==> src/volt_fold_regs.svh <==
// Register map, field layout, reset values and scaling constants for the voltage and foldback bank
`ifndef VOLT_FOLD_REGS_SVH
`define VOLT_FOLD_REGS_SVH

// Command codes of the bank
`define CMD_CHAN1_VOLT 8'h32
`define CMD_CHAN2_VOLT 8'h36
`define CMD_CHAN3_VOLT 8'h3a
`define CMD_CHAN4_VOLT 8'h3e
`define CMD_FOLD_SEL 8'h40

// Field layout
`define VCODE_W 14
`define FOLD_DBL_LSB 4
`define FOLD_HOLD_LSB 0
`define CHAN_N 4

// Reset values
`define VOLT_RST 16'h0000
`define FOLD_RST 8'h00
`define UNMAPPED_RD 8'h00

// Class threshold for automatic double limit
`define DBL_CLASS_MIN 4'h4

// Scaling figures, used by software conversion
`define VSTEP_NANOVOLT 3662000
`define VFULL_SCALE_V 60
`define CLASS_ISTEP_NANOAMP 8950
`define LIMIT_FAULT_TIME_MS 60

`endif

==> src/volt_fold_pkg.sv <==
// Types for the voltage and foldback register bank
package volt_fold_pkg;
  typedef enum logic [1:0] {
    SER_IDLE,
    SER_ADDR,
    SER_WRITE,
    SER_READ
  } ser_state_t;
endpackage

==> src/volt_fold_bank.sv <==
// Channel voltage telemetry and foldback/policing selection registers behind a two-wire serial slave
`timescale 1ns/1ps
`include "volt_fold_regs.svh"

module volt_fold_bank
  import volt_fold_pkg::*;
#(
  parameter logic [6:0] SLAVE_ADDR = 7'h20 // Arbitrary bus address
) (
  // Clock and reset
  input wire logic core_clk_i,
  input wire logic nrst_i,
  // Serial management pins
  input wire logic scl_i,
  input wire logic sda_i,
  output logic sda_o,
  output logic sda_oe_o,
  // Measurement results, same clock
  input wire logic [`CHAN_N-1:0] conv_valid_i,
  input wire logic [`CHAN_N*`VCODE_W-1:0] conv_code_i,
  // Channel power events and configuration, same clock
  input wire logic [`CHAN_N-1:0] turn_on_i,
  input wire logic [`CHAN_N-1:0] turn_off_i,
  input wire logic [`CHAN_N-1:0] wdog_off_i,
  input wire logic [`CHAN_N-1:0] inrush_i,
  input wire logic [`CHAN_N-1:0] over_limit_i,
  input wire logic [`CHAN_N*4-1:0] assigned_class_i,
  input wire logic [1:0] four_pair_i,
  input wire logic [1:0] single_sig_i,
  // Channel control outputs
  output logic [`CHAN_N-1:0] double_limit_enable_o,
  output logic [`CHAN_N-1:0] limit_2x_active_o,
  output logic [`CHAN_N-1:0] long_fault_time_sel_o,
  output logic [`CHAN_N-1:0] fault_timer_run_o,
  output logic [`CHAN_N-1:0] power_cut_auto_o,
  output logic [`CHAN_N-1:0] power_cut_default_o
);

  // Reset release and pin synchronisers
  logic rst_m_ff;
  logic rst_n_ff;
  logic scl_m_ff;
  logic scl_s_ff;
  logic scl_d_ff;
  logic sda_m_ff;
  logic sda_s_ff;
  logic sda_d_ff;

  // Serial slave state
  ser_state_t st_ff;
  logic [3:0] bit_cnt_ff;
  logic [7:0] shift_ff;
  logic [7:0] tx_ff;
  logic [7:0] hi_snap_ff;
  logic [7:0] cmd_ff;
  logic first_ff;
  logic byte_idx_ff;
  logic sda_oe_ff;

  // Register contents
  logic [15:0] volt_ff [`CHAN_N];
  logic [`CHAN_N-1:0] dbl_ff;
  logic [`CHAN_N-1:0] hold_ff;
  logic [`CHAN_N-1:0] lim2x_ff;
  logic [`CHAN_N-1:0] ftimer_ff;
  logic [`CHAN_N-1:0] pcut_auto_ff;
  logic [`CHAN_N-1:0] pcut_def_ff;

  // Reset release through two flops
  // Release is synchronised so no flop leaves reset on a half-seen edge
  // Assertion stays asynchronous so the pins are quiet even without a clock
  always_ff @(posedge core_clk_i or negedge nrst_i) begin
    if (!nrst_i) begin
      rst_m_ff <= 1'b0;
      rst_n_ff <= 1'b0;
    end else begin
      rst_m_ff <= 1'b1;
      rst_n_ff <= rst_m_ff;
    end
  end

  // Two-flop pin synchronisers plus one delay stage for edges
  // Pins are asynchronous to the core clock, so only the second and delay stages feed logic
  // Reset level matches the idle bus so no false edge follows reset
  always_ff @(posedge core_clk_i or negedge rst_n_ff) begin
    if (!rst_n_ff) begin
      scl_m_ff <= 1'b1;
      scl_s_ff <= 1'b1;
      scl_d_ff <= 1'b1;
      sda_m_ff <= 1'b1;
      sda_s_ff <= 1'b1;
      sda_d_ff <= 1'b1;
    end else begin
      scl_m_ff <= scl_i;
      scl_s_ff <= scl_m_ff;
      scl_d_ff <= scl_s_ff;
      sda_m_ff <= sda_i;
      sda_s_ff <= sda_m_ff;
      sda_d_ff <= sda_s_ff;
    end
  end

  // Bus conditions
  // START and STOP are only taken while the synchronised clock stays high
  // Clock and data share the same delay, so their order is kept
  wire scl_rise = scl_s_ff & ~scl_d_ff;
  wire scl_fall = ~scl_s_ff & scl_d_ff;
  wire start_cond = scl_s_ff & scl_d_ff & sda_d_ff & ~sda_s_ff;
  wire stop_cond = scl_s_ff & scl_d_ff & ~sda_d_ff & sda_s_ff;
  wire byte_done = (bit_cnt_ff == 4'h8);
  wire addr_hit = (shift_ff[7:1] == SLAVE_ADDR);

  // Reset image of the foldback register, split into its two fields
  localparam logic [7:0] FOLD_RST_V = `FOLD_RST;

  // Command codes of the voltage registers, one per channel
  localparam logic [7:0] VOLT_CMD [`CHAN_N] = '{`CMD_CHAN1_VOLT, `CMD_CHAN2_VOLT, `CMD_CHAN3_VOLT, `CMD_CHAN4_VOLT};

  // Command decode and one-hot voltage selection
  // An unmatched command selects nothing, so the mux never leaks a reading
  wire [`CHAN_N-1:0] volt_hit;
  wire [15:0] volt_term [`CHAN_N];
  genvar v;
  generate
    for (v = 0; v < `CHAN_N; v = v + 1) begin : g_vdec
      assign volt_hit[v] = (cmd_ff == VOLT_CMD[v]);
      assign volt_term[v] = volt_hit[v] ? volt_ff[v] : 16'h0000;
    end
  endgenerate
  wire fold_hit = (cmd_ff == `CMD_FOLD_SEL);

  // Read data selection
  // Only one term can be non-zero, so a plain OR merges them
  wire [7:0] fold_rd = {dbl_ff, hold_ff};
  wire [15:0] volt_sel = volt_term[0] | volt_term[1] | volt_term[2] | volt_term[3];
  wire is_volt = |volt_hit;
  wire [7:0] rd_first = is_volt ? volt_sel[7:0] : (fold_hit ? fold_rd : `UNMAPPED_RD);
  wire [7:0] rd_next = (is_volt && !byte_idx_ff) ? hi_snap_ff :
                       (fold_hit ? fold_rd : `UNMAPPED_RD);
  wire host_fold_wr = scl_fall & byte_done & (st_ff == SER_WRITE) & ~first_ff & fold_hit;

  // Serial slave sequencing
  // STOP beats START beats bit traffic; a START aborts any byte in flight
  // Data moves on the synchronised clock fall and is sampled on its rise
  // Both bytes of a voltage read are captured at address time to keep a pair consistent
  always_ff @(posedge core_clk_i or negedge rst_n_ff) begin
    if (!rst_n_ff) begin
      st_ff <= SER_IDLE;
      bit_cnt_ff <= 4'h0;
      shift_ff <= 8'h00;
      tx_ff <= 8'h00;
      hi_snap_ff <= 8'h00;
      cmd_ff <= 8'h00;
      first_ff <= 1'b0;
      byte_idx_ff <= 1'b0;
      sda_oe_ff <= 1'b0;
    end else if (stop_cond) begin
      st_ff <= SER_IDLE;
      sda_oe_ff <= 1'b0;
    end else if (start_cond) begin
      st_ff <= SER_ADDR;
      bit_cnt_ff <= 4'h0;
      sda_oe_ff <= 1'b0;
    end else if (scl_rise && st_ff != SER_IDLE) begin
      if (!byte_done) begin
        shift_ff <= {shift_ff[6:0], sda_s_ff};
        bit_cnt_ff <= bit_cnt_ff + 4'h1;
      end else begin
        bit_cnt_ff <= 4'h0;
        if (st_ff == SER_READ && sda_s_ff) begin
          st_ff <= SER_IDLE; // Master ended the read
        end
      end
    end else if (scl_fall) begin
      if (byte_done) begin
        case (st_ff)
          SER_ADDR: begin
            if (addr_hit) begin
              sda_oe_ff <= 1'b1;
              st_ff <= shift_ff[0] ? SER_READ : SER_WRITE;
              first_ff <= ~shift_ff[0];
              byte_idx_ff <= 1'b0;
              tx_ff <= rd_first;
              hi_snap_ff <= volt_sel[15:8];
            end else begin
              st_ff <= SER_IDLE;
            end
          end
          SER_WRITE: begin
            sda_oe_ff <= 1'b1;
            first_ff <= 1'b0;
            if (first_ff) begin
              cmd_ff <= shift_ff;
            end
          end
          SER_READ: begin
            sda_oe_ff <= 1'b0;
            tx_ff <= rd_next;
            byte_idx_ff <= 1'b1;
          end
          default: begin
            sda_oe_ff <= 1'b0;
          end
        endcase
      end else if (st_ff == SER_READ) begin
        sda_oe_ff <= ~tx_ff[3'h7 - bit_cnt_ff[2:0]];
      end else begin
        sda_oe_ff <= 1'b0;
      end
    end
  end

  // Per-channel registers and control
  // Each channel knows its partner on a four-pair port and that port's index
  // Hardware events win over a host write landing in the same cycle
  genvar c;
  generate
    for (c = 0; c < `CHAN_N; c = c + 1) begin : g_chan
      localparam int P = c ^ 1;
      localparam int PORT = c / 2;
      wire four_p = four_pair_i[PORT];
      wire ss_4p = four_p & single_sig_i[PORT];
      wire ge4_self = (assigned_class_i[c*4 +: 4] >= `DBL_CLASS_MIN);
      wire ge4_pair = (assigned_class_i[P*4 +: 4] >= `DBL_CLASS_MIN);
      wire hold_eff = hold_ff[c] | (four_p & hold_ff[P]);
      wire auto_evt = turn_on_i[c] | (ss_4p & turn_on_i[P]);
      wire auto_val = (turn_on_i[c] & ge4_self) | (ss_4p & turn_on_i[P] & ge4_pair);
      wire auto_go = auto_evt & ~hold_eff;
      wire dbl_clr = turn_off_i[c] | wdog_off_i[c];

      // Voltage reading: code in low bits, cleared by watchdog turn-off
      always_ff @(posedge core_clk_i or negedge rst_n_ff) begin
        if (!rst_n_ff) begin
          volt_ff[c] <= `VOLT_RST;
        end else if (wdog_off_i[c]) begin
          volt_ff[c] <= `VOLT_RST;
        end else if (conv_valid_i[c]) begin
          volt_ff[c] <= {2'b00, conv_code_i[c*`VCODE_W +: `VCODE_W]};
        end
      end

      // Double-limit bit: turn-off or watchdog turn-off, then turn-on setup, then host write
      always_ff @(posedge core_clk_i or negedge rst_n_ff) begin
        if (!rst_n_ff) begin
          dbl_ff[c] <= FOLD_RST_V[`FOLD_DBL_LSB + c];
        end else if (dbl_clr) begin
          dbl_ff[c] <= 1'b0;
        end else if (auto_go) begin
          dbl_ff[c] <= auto_val;
        end else if (host_fold_wr) begin
          dbl_ff[c] <= shift_ff[`FOLD_DBL_LSB + c];
        end
      end

      // Policing hold bit, cleared at port turn-off
      // The watchdog leaves it alone; only a real turn-off or a host write drops it
      always_ff @(posedge core_clk_i or negedge rst_n_ff) begin
        if (!rst_n_ff) begin
          hold_ff[c] <= FOLD_RST_V[`FOLD_HOLD_LSB + c];
        end else if (turn_off_i[c]) begin
          hold_ff[c] <= 1'b0;
        end else if (host_fold_wr) begin
          hold_ff[c] <= shift_ff[`FOLD_HOLD_LSB + c];
        end
      end

      // Registered channel controls
      always_ff @(posedge core_clk_i or negedge rst_n_ff) begin
        if (!rst_n_ff) begin
          lim2x_ff[c] <= 1'b0;
          ftimer_ff[c] <= 1'b0;
          pcut_auto_ff[c] <= 1'b0;
          pcut_def_ff[c] <= 1'b0;
        end else begin
          lim2x_ff[c] <= dbl_ff[c] & ~inrush_i[c];
          ftimer_ff[c] <= over_limit_i[c];
          pcut_auto_ff[c] <= auto_go;
          pcut_def_ff[c] <= turn_off_i[c];
        end
      end
    end
  endgenerate

  // Outputs, each from a flop except sda_o, which is tied low
  assign sda_o = 1'b0;
  assign sda_oe_o = sda_oe_ff;
  assign double_limit_enable_o = dbl_ff;
  assign long_fault_time_sel_o = dbl_ff;
  assign limit_2x_active_o = lim2x_ff;
  assign fault_timer_run_o = ftimer_ff;
  assign power_cut_auto_o = pcut_auto_ff;
  assign power_cut_default_o = pcut_def_ff;

  // Class current step constant kept for telemetry software
  localparam int CLASS_ISTEP_NA = `CLASS_ISTEP_NANOAMP;

  // Voltage scaling kept beside the code it describes
  // The bank passes raw codes; software multiplies by the step
  localparam int VSTEP_NV = `VSTEP_NANOVOLT;
  localparam int VFULL_V = `VFULL_SCALE_V;

  // Nominal limit fault time used while a double-limit bit is clear
  localparam int LIMIT_FAULT_MS = `LIMIT_FAULT_TIME_MS;

endmodule // volt_fold_bank

==> config.mk <==
export PLATFORM = sky130hd
export DESIGN_NAME = volt_fold_bank
export DESIGN_NICKNAME = d
export VERILOG_FILES = /design/src/volt_fold_pkg.sv /design/src/volt_fold_bank.sv
export VERILOG_INCLUDE_DIRS = /design/src
export SDC_FILE = /design/constraint.sdc
export NUM_CORES = 1
export LEC_CHECK = 0
export ABC_AREA = 1
export BUFFER_PORTS_ARGS = -buffer_cell sky130_fd_sc_hd__buf_2
export CORE_UTILIZATION = 55
export DETAILED_ROUTE_END_ITERATION = 16
export PLACE_DENSITY = 0.82
export SYNTH_ARGS = -nofsm -noshare
export SYNTH_HDL_FRONTEND = slang
export SYNTH_SLANG_ARGS = --single-unit
==> constraint.sdc <==
create_clock -name core_clk_i -period 4.72 [get_ports core_clk_i]
set_input_delay 0.944 -clock core_clk_i [delete_from_list [all_inputs] [get_ports core_clk_i]]
set_output_delay 0.944 -clock core_clk_i [all_outputs]
set_load 0.01 [all_outputs]
==> summary.txt <==
Arrival @ worst endpoint: 2.53 ns
Congestion Overflow GR: 0
Post-route DRC: 0
Average wire per cell in the routed design: 14.6 um
Post-place instance area: 0.00692 sq mm
Cells on worst reg2reg path: 9
Top layer reached by signal wires: met4
Critical path peak fanout: 13
Tightest hold margin: 0.304 ns
PD cells: 391 mW/mm^2
Capture instance of the worst register-to-register path: double_limit_enable_o[1]$_DFFE_PN0P_
Inserted Diodes: 0
Tightest slew margin relative to the limit: 31.9%
Buffer count from post-CTS setup fixing: 0
Unrepaired setup endpoints after global routing: false
Number of distinct library cells after synthesis: 37
Number of antenna violations at the first check in global routing: 0
Number of pins exceeding their max-slew limit in the final report: 0
Internal reg-to-reg setup slack: 2.47 ns
Synth top area cells: sky130_fd_sc_hd__dfrtp_1, sky130_fd_sc_hd__nand3_1, sky130_fd_sc_hd__inv_1, sky130_fd_sc_hd__nand2_1, sky130_fd_sc_hd__o21ai_0
Worst Setup Path Type: flop to flop
Buffer cell driving the clock tree root: sky130_fd_sc_hd__clkbuf_16
Slowest stage delay, CP: 0.47 ns
Worst path most repeated cell: sky130_fd_sc_hd__a21oi_1
Mapped Nets: 875
Count of hold-fix buffers inserted at cts: 0
Metal3 WL: 1070 um
Kind of launch point of the worst setup path: flop
Num rows: 38
Wirelength, routed: 15000 um
Share of Yosys cell area claimed by the top area cell type: 47.9%
Die area: 0.0119 sq mm
Fraction of final layout cells sized beyond drive strength 1: 23.6%
Max Fclk: 445 MHz
Library cell occupying the most area in the post-synthesis netlist: sky130_fd_sc_hd__dfrtp_1
Post-synthesis sequential area ratio: 50.4%
Total power after layout: 2990 uW
Number of failing setup endpoints in the final timing report: 0
Layout net count: 985
Half-perimeter wire length after placement: 10500 um
Detail-routed via count per cell: 5.31
Number of storage elements in the synthesis netlist: 127
Status: completed
Worst clock skew on the final layout: 0.00643 ns
Total routing usage reported by global routing: 28.1%
Count of final hold-check violations: 0
Cell leakage power: 0.00384 uW
Final design area excluding fillers: 0.00763 sq mm
Die width: 109 um
Top_reg_cell synth: sky130_fd_sc_hd__dfrtp_1
Number of routed nets with antenna violations: 0
Worst path required time: 5.01 ns
Fillers: 887
Count of input and output buffers: 120
Core Box Area: 0.0110 sq mm
Slowest cell on crit path: sky130_fd_sc_hd__dfrtp_1
Number of clock sinks seen by CTS: 127
Global-route wire length before repair: 25100 um
Minimum clock period: 2.25 ns
Number of enable flip-flop cells after synthesis: 0
Setup_tns: 0 ns
Layout overhead on the synthesized area: 20.8%
Count of vias placed by the detailed router: 5454
Syn_area_per_cell: 8.26 sq um
Clock transition at the registers of the reported paths: 0.06 ns
Quantity of gates resized following cts: 0
Initial core utilization: 57.3%
Post-route met1 wirelength: 6330 um
Yosys warns: 0
1st-pass router iterations: 5
Worst hold path class: input pin to asynchronous set/reset pin
Length of routed met2 wiring: 7290 um
Syn Std Cell Area: 0.00632 sq mm
Kind of end point of the critical path: flop
Via count of the first global-routing pass: 5317
Cells along the critical path: inv_1 -> ha_1 -> nand3_4 -> nor2_4 -> nand2_1 -> nor3_4 -> inv_2 -> a21oi_1 -> a21oi_1
Number of instances in the synthesized netlist: 765
Die height: 109 um
Actual transition at the worst max-transition pin: 1.02 ns
Number of DRC violations after detailed-routing iteration 0: 394
Number of buffers added by the clock tree synthesis step: 17
H-tree level count: 4
I/O Pins: 130
IR drop worst, VDD: 0.000325 V
Clock latency of the later-clocked register in the worst-skew pair: 0.41 ns
Clock tree from TritonCTS: yes
Reg2Reg Launch Point: bit_cnt_ff[0]$_DFFE_PN0P_
Post-synthesis async set-or-reset flop share: 100%
Final period utilization: 47.6%
Maximum number of pins on one net before global-route repair: 81
Maximum Capacitance Violations: 0
Worst-case clock buffer depth: 2
Final Wtd Congestion: 0.847
-- state kept, by name, summed over array words and instances, names as in the netlist --
name                   cells
volt_ff                   56
cmd_ff                     8
shift_ff                   8
tx_ff                      8
hi_snap_ff                 6
bit_cnt_ff                 4
double_limit_enable_o      4
fault_timer_run_o          4
fold_rd                    4
limit_2x_active_o          4
power_cut_auto_o           4
power_cut_default_o        4
st_ff                      2
byte_idx_ff                1
first_ff                   1
rst_m_ff                   1
rst_n_ff                   1
scl_d_ff                   1
scl_m_ff                   1
scl_s_ff                   1
sda_d_ff                   1
sda_m_ff                   1
sda_oe_o                   1
sda_s_ff                   1
-- routing by layer --
| metal | up-vias | GRT usage, % |
|---|---|---|
| met5 | - | 0 |
| met1 | 2558 | 35.0 |
| met2 | 214 | 47.9 |
| met3 | 18 | 6.10 |
| li1 | 2664 | - |
| met4 | 0 | 10.8 |
-- critical path: cells and delay by family, from the launching register on --
| kind | cells | cell delay, ns |
|---|---|---|
| flops | 1 | 0.47 |
| fa+ha+maj | 1 | 0.24 |
| simple gates | 4 | 0.84 |
| compound gates | 2 | 0.23 |
| buf+inv | 2 | 0.32 |
-- cell usage after synthesis (3+ instances only) --
library cell / instances
sky130_fd_sc_hd__buf_4: 9
sky130_fd_sc_hd__buf_6: 5
sky130_fd_sc_hd__clkbuf_1: 15
sky130_fd_sc_hd__a211oi_2: 3
sky130_fd_sc_hd__nor2_8: 3
sky130_fd_sc_hd__nor2_1: 77
sky130_fd_sc_hd__or2_2: 10
sky130_fd_sc_hd__nand3_1: 109
sky130_fd_sc_hd__nand2_4: 6
sky130_fd_sc_hd__nand2_2: 6
sky130_fd_sc_hd__o22ai_1: 18
sky130_fd_sc_hd__o21ai_0: 83
sky130_fd_sc_hd__dfstp_2: 6
sky130_fd_sc_hd__nand3b_1: 3
sky130_fd_sc_hd__dfrtp_1: 121
sky130_fd_sc_hd__a21oi_1: 16
sky130_fd_sc_hd__nand2_1: 114
sky130_fd_sc_hd__nor2_4: 7
sky130_fd_sc_hd__ha_1: 6
sky130_fd_sc_hd__inv_2: 12
sky130_fd_sc_hd__and3_1: 3
sky130_fd_sc_hd__inv_1: 114
-- through the flow --
step                std cells  setup WS [ns]  utilization [%]
global placement          996           2.60             62.8
detailed placement        996           2.53             62.8
CTS                      1028           2.45             69.2
finish                   1028           2.47             69.2
global route             1028           2.23             69.2
floorplan                 765          0.930                -
-- cell usage in the layout (no fill, tap or decap), types with 7 or more instances in the layout --
cell type                   count
sky130_fd_sc_hd__nor2_4         7
sky130_fd_sc_hd__or2_2         10
sky130_fd_sc_hd__clkbuf_16     17
sky130_fd_sc_hd__dfrtp_1      120
sky130_fd_sc_hd__inv_2         12
sky130_fd_sc_hd__nor2_1        77
sky130_fd_sc_hd__buf_2        120
sky130_fd_sc_hd__bufinv_16      8
sky130_fd_sc_hd__inv_1        114
sky130_fd_sc_hd__o21ai_0       83
sky130_fd_sc_hd__o22ai_1       18
sky130_fd_sc_hd__nand2_1      114
sky130_fd_sc_hd__a21oi_1       16
sky130_fd_sc_hd__nand3_1      109
-- where the power goes --
| part | leakage, uW | total (uW) | switching (uW) | internal, uW |
|---|---|---|---|---|
| sequential | 0.00160 | 1200 | 52.5 | 1150 |
| combinational | 0.00189 | 213 | 133 | 80.8 |
| clock | 0.000345 | 1570 | 463 | 1110 |
| total | 0.00384 | 2990 | 648 | 2340 |
-- kinds of logic after synthesis --
group                      share of synthesized area [%]
AOI/OAI and AO/OA                                   11.0
DFF                                                 50.4
muxes                                              0.178
adders and majority gates                           1.19
and+or+nand+nor                                     26.3
other                                              0.119
buffers and inverters                               10.5
xor gates and xnor gates                           0.277
-- worst max-delay path by stage --
stage	from	endpoint	slack, ns	depth (start not counted)
2_1_floorplan	rst_n_ff$_DFF_PN0_	bit_cnt_ff[0]$_DFFE_PN0P_	0.93	0
3_3_place_gp	bit_cnt_ff[0]$_DFFE_PN0P_	double_limit_enable_o[1]$_DFFE_PN0P_	2.60	9
3_5_place_dp	bit_cnt_ff[0]$_DFFE_PN0P_	double_limit_enable_o[1]$_DFFE_PN0P_	2.53	9
4_1_cts	bit_cnt_ff[0]$_DFFE_PN0P_	double_limit_enable_o[1]$_DFFE_PN0P_	2.45	9
5_1_grt	bit_cnt_ff[0]$_DFFE_PN0P_	double_limit_enable_o[3]$_DFFE_PN0P_	2.23	9
6_report	bit_cnt_ff[0]$_DFFE_PN0P_	double_limit_enable_o[1]$_DFFE_PN0P_	2.47	9
-- area by class of cell --
cell class	count	area, sq um	share of cell area, %
Clock inverter	11	259	3.39
Clock buffer	21	450	5.90
Tap cell	140	175	2.30
Inverter	126	473	6.20
Timing Repair Buffer	122	616	8.07
Sequential cell	127	3190	41.8
Multi-Input combinational cell	481	2470	32.4
Note: power is estimated with default switching activity, not from simulation.
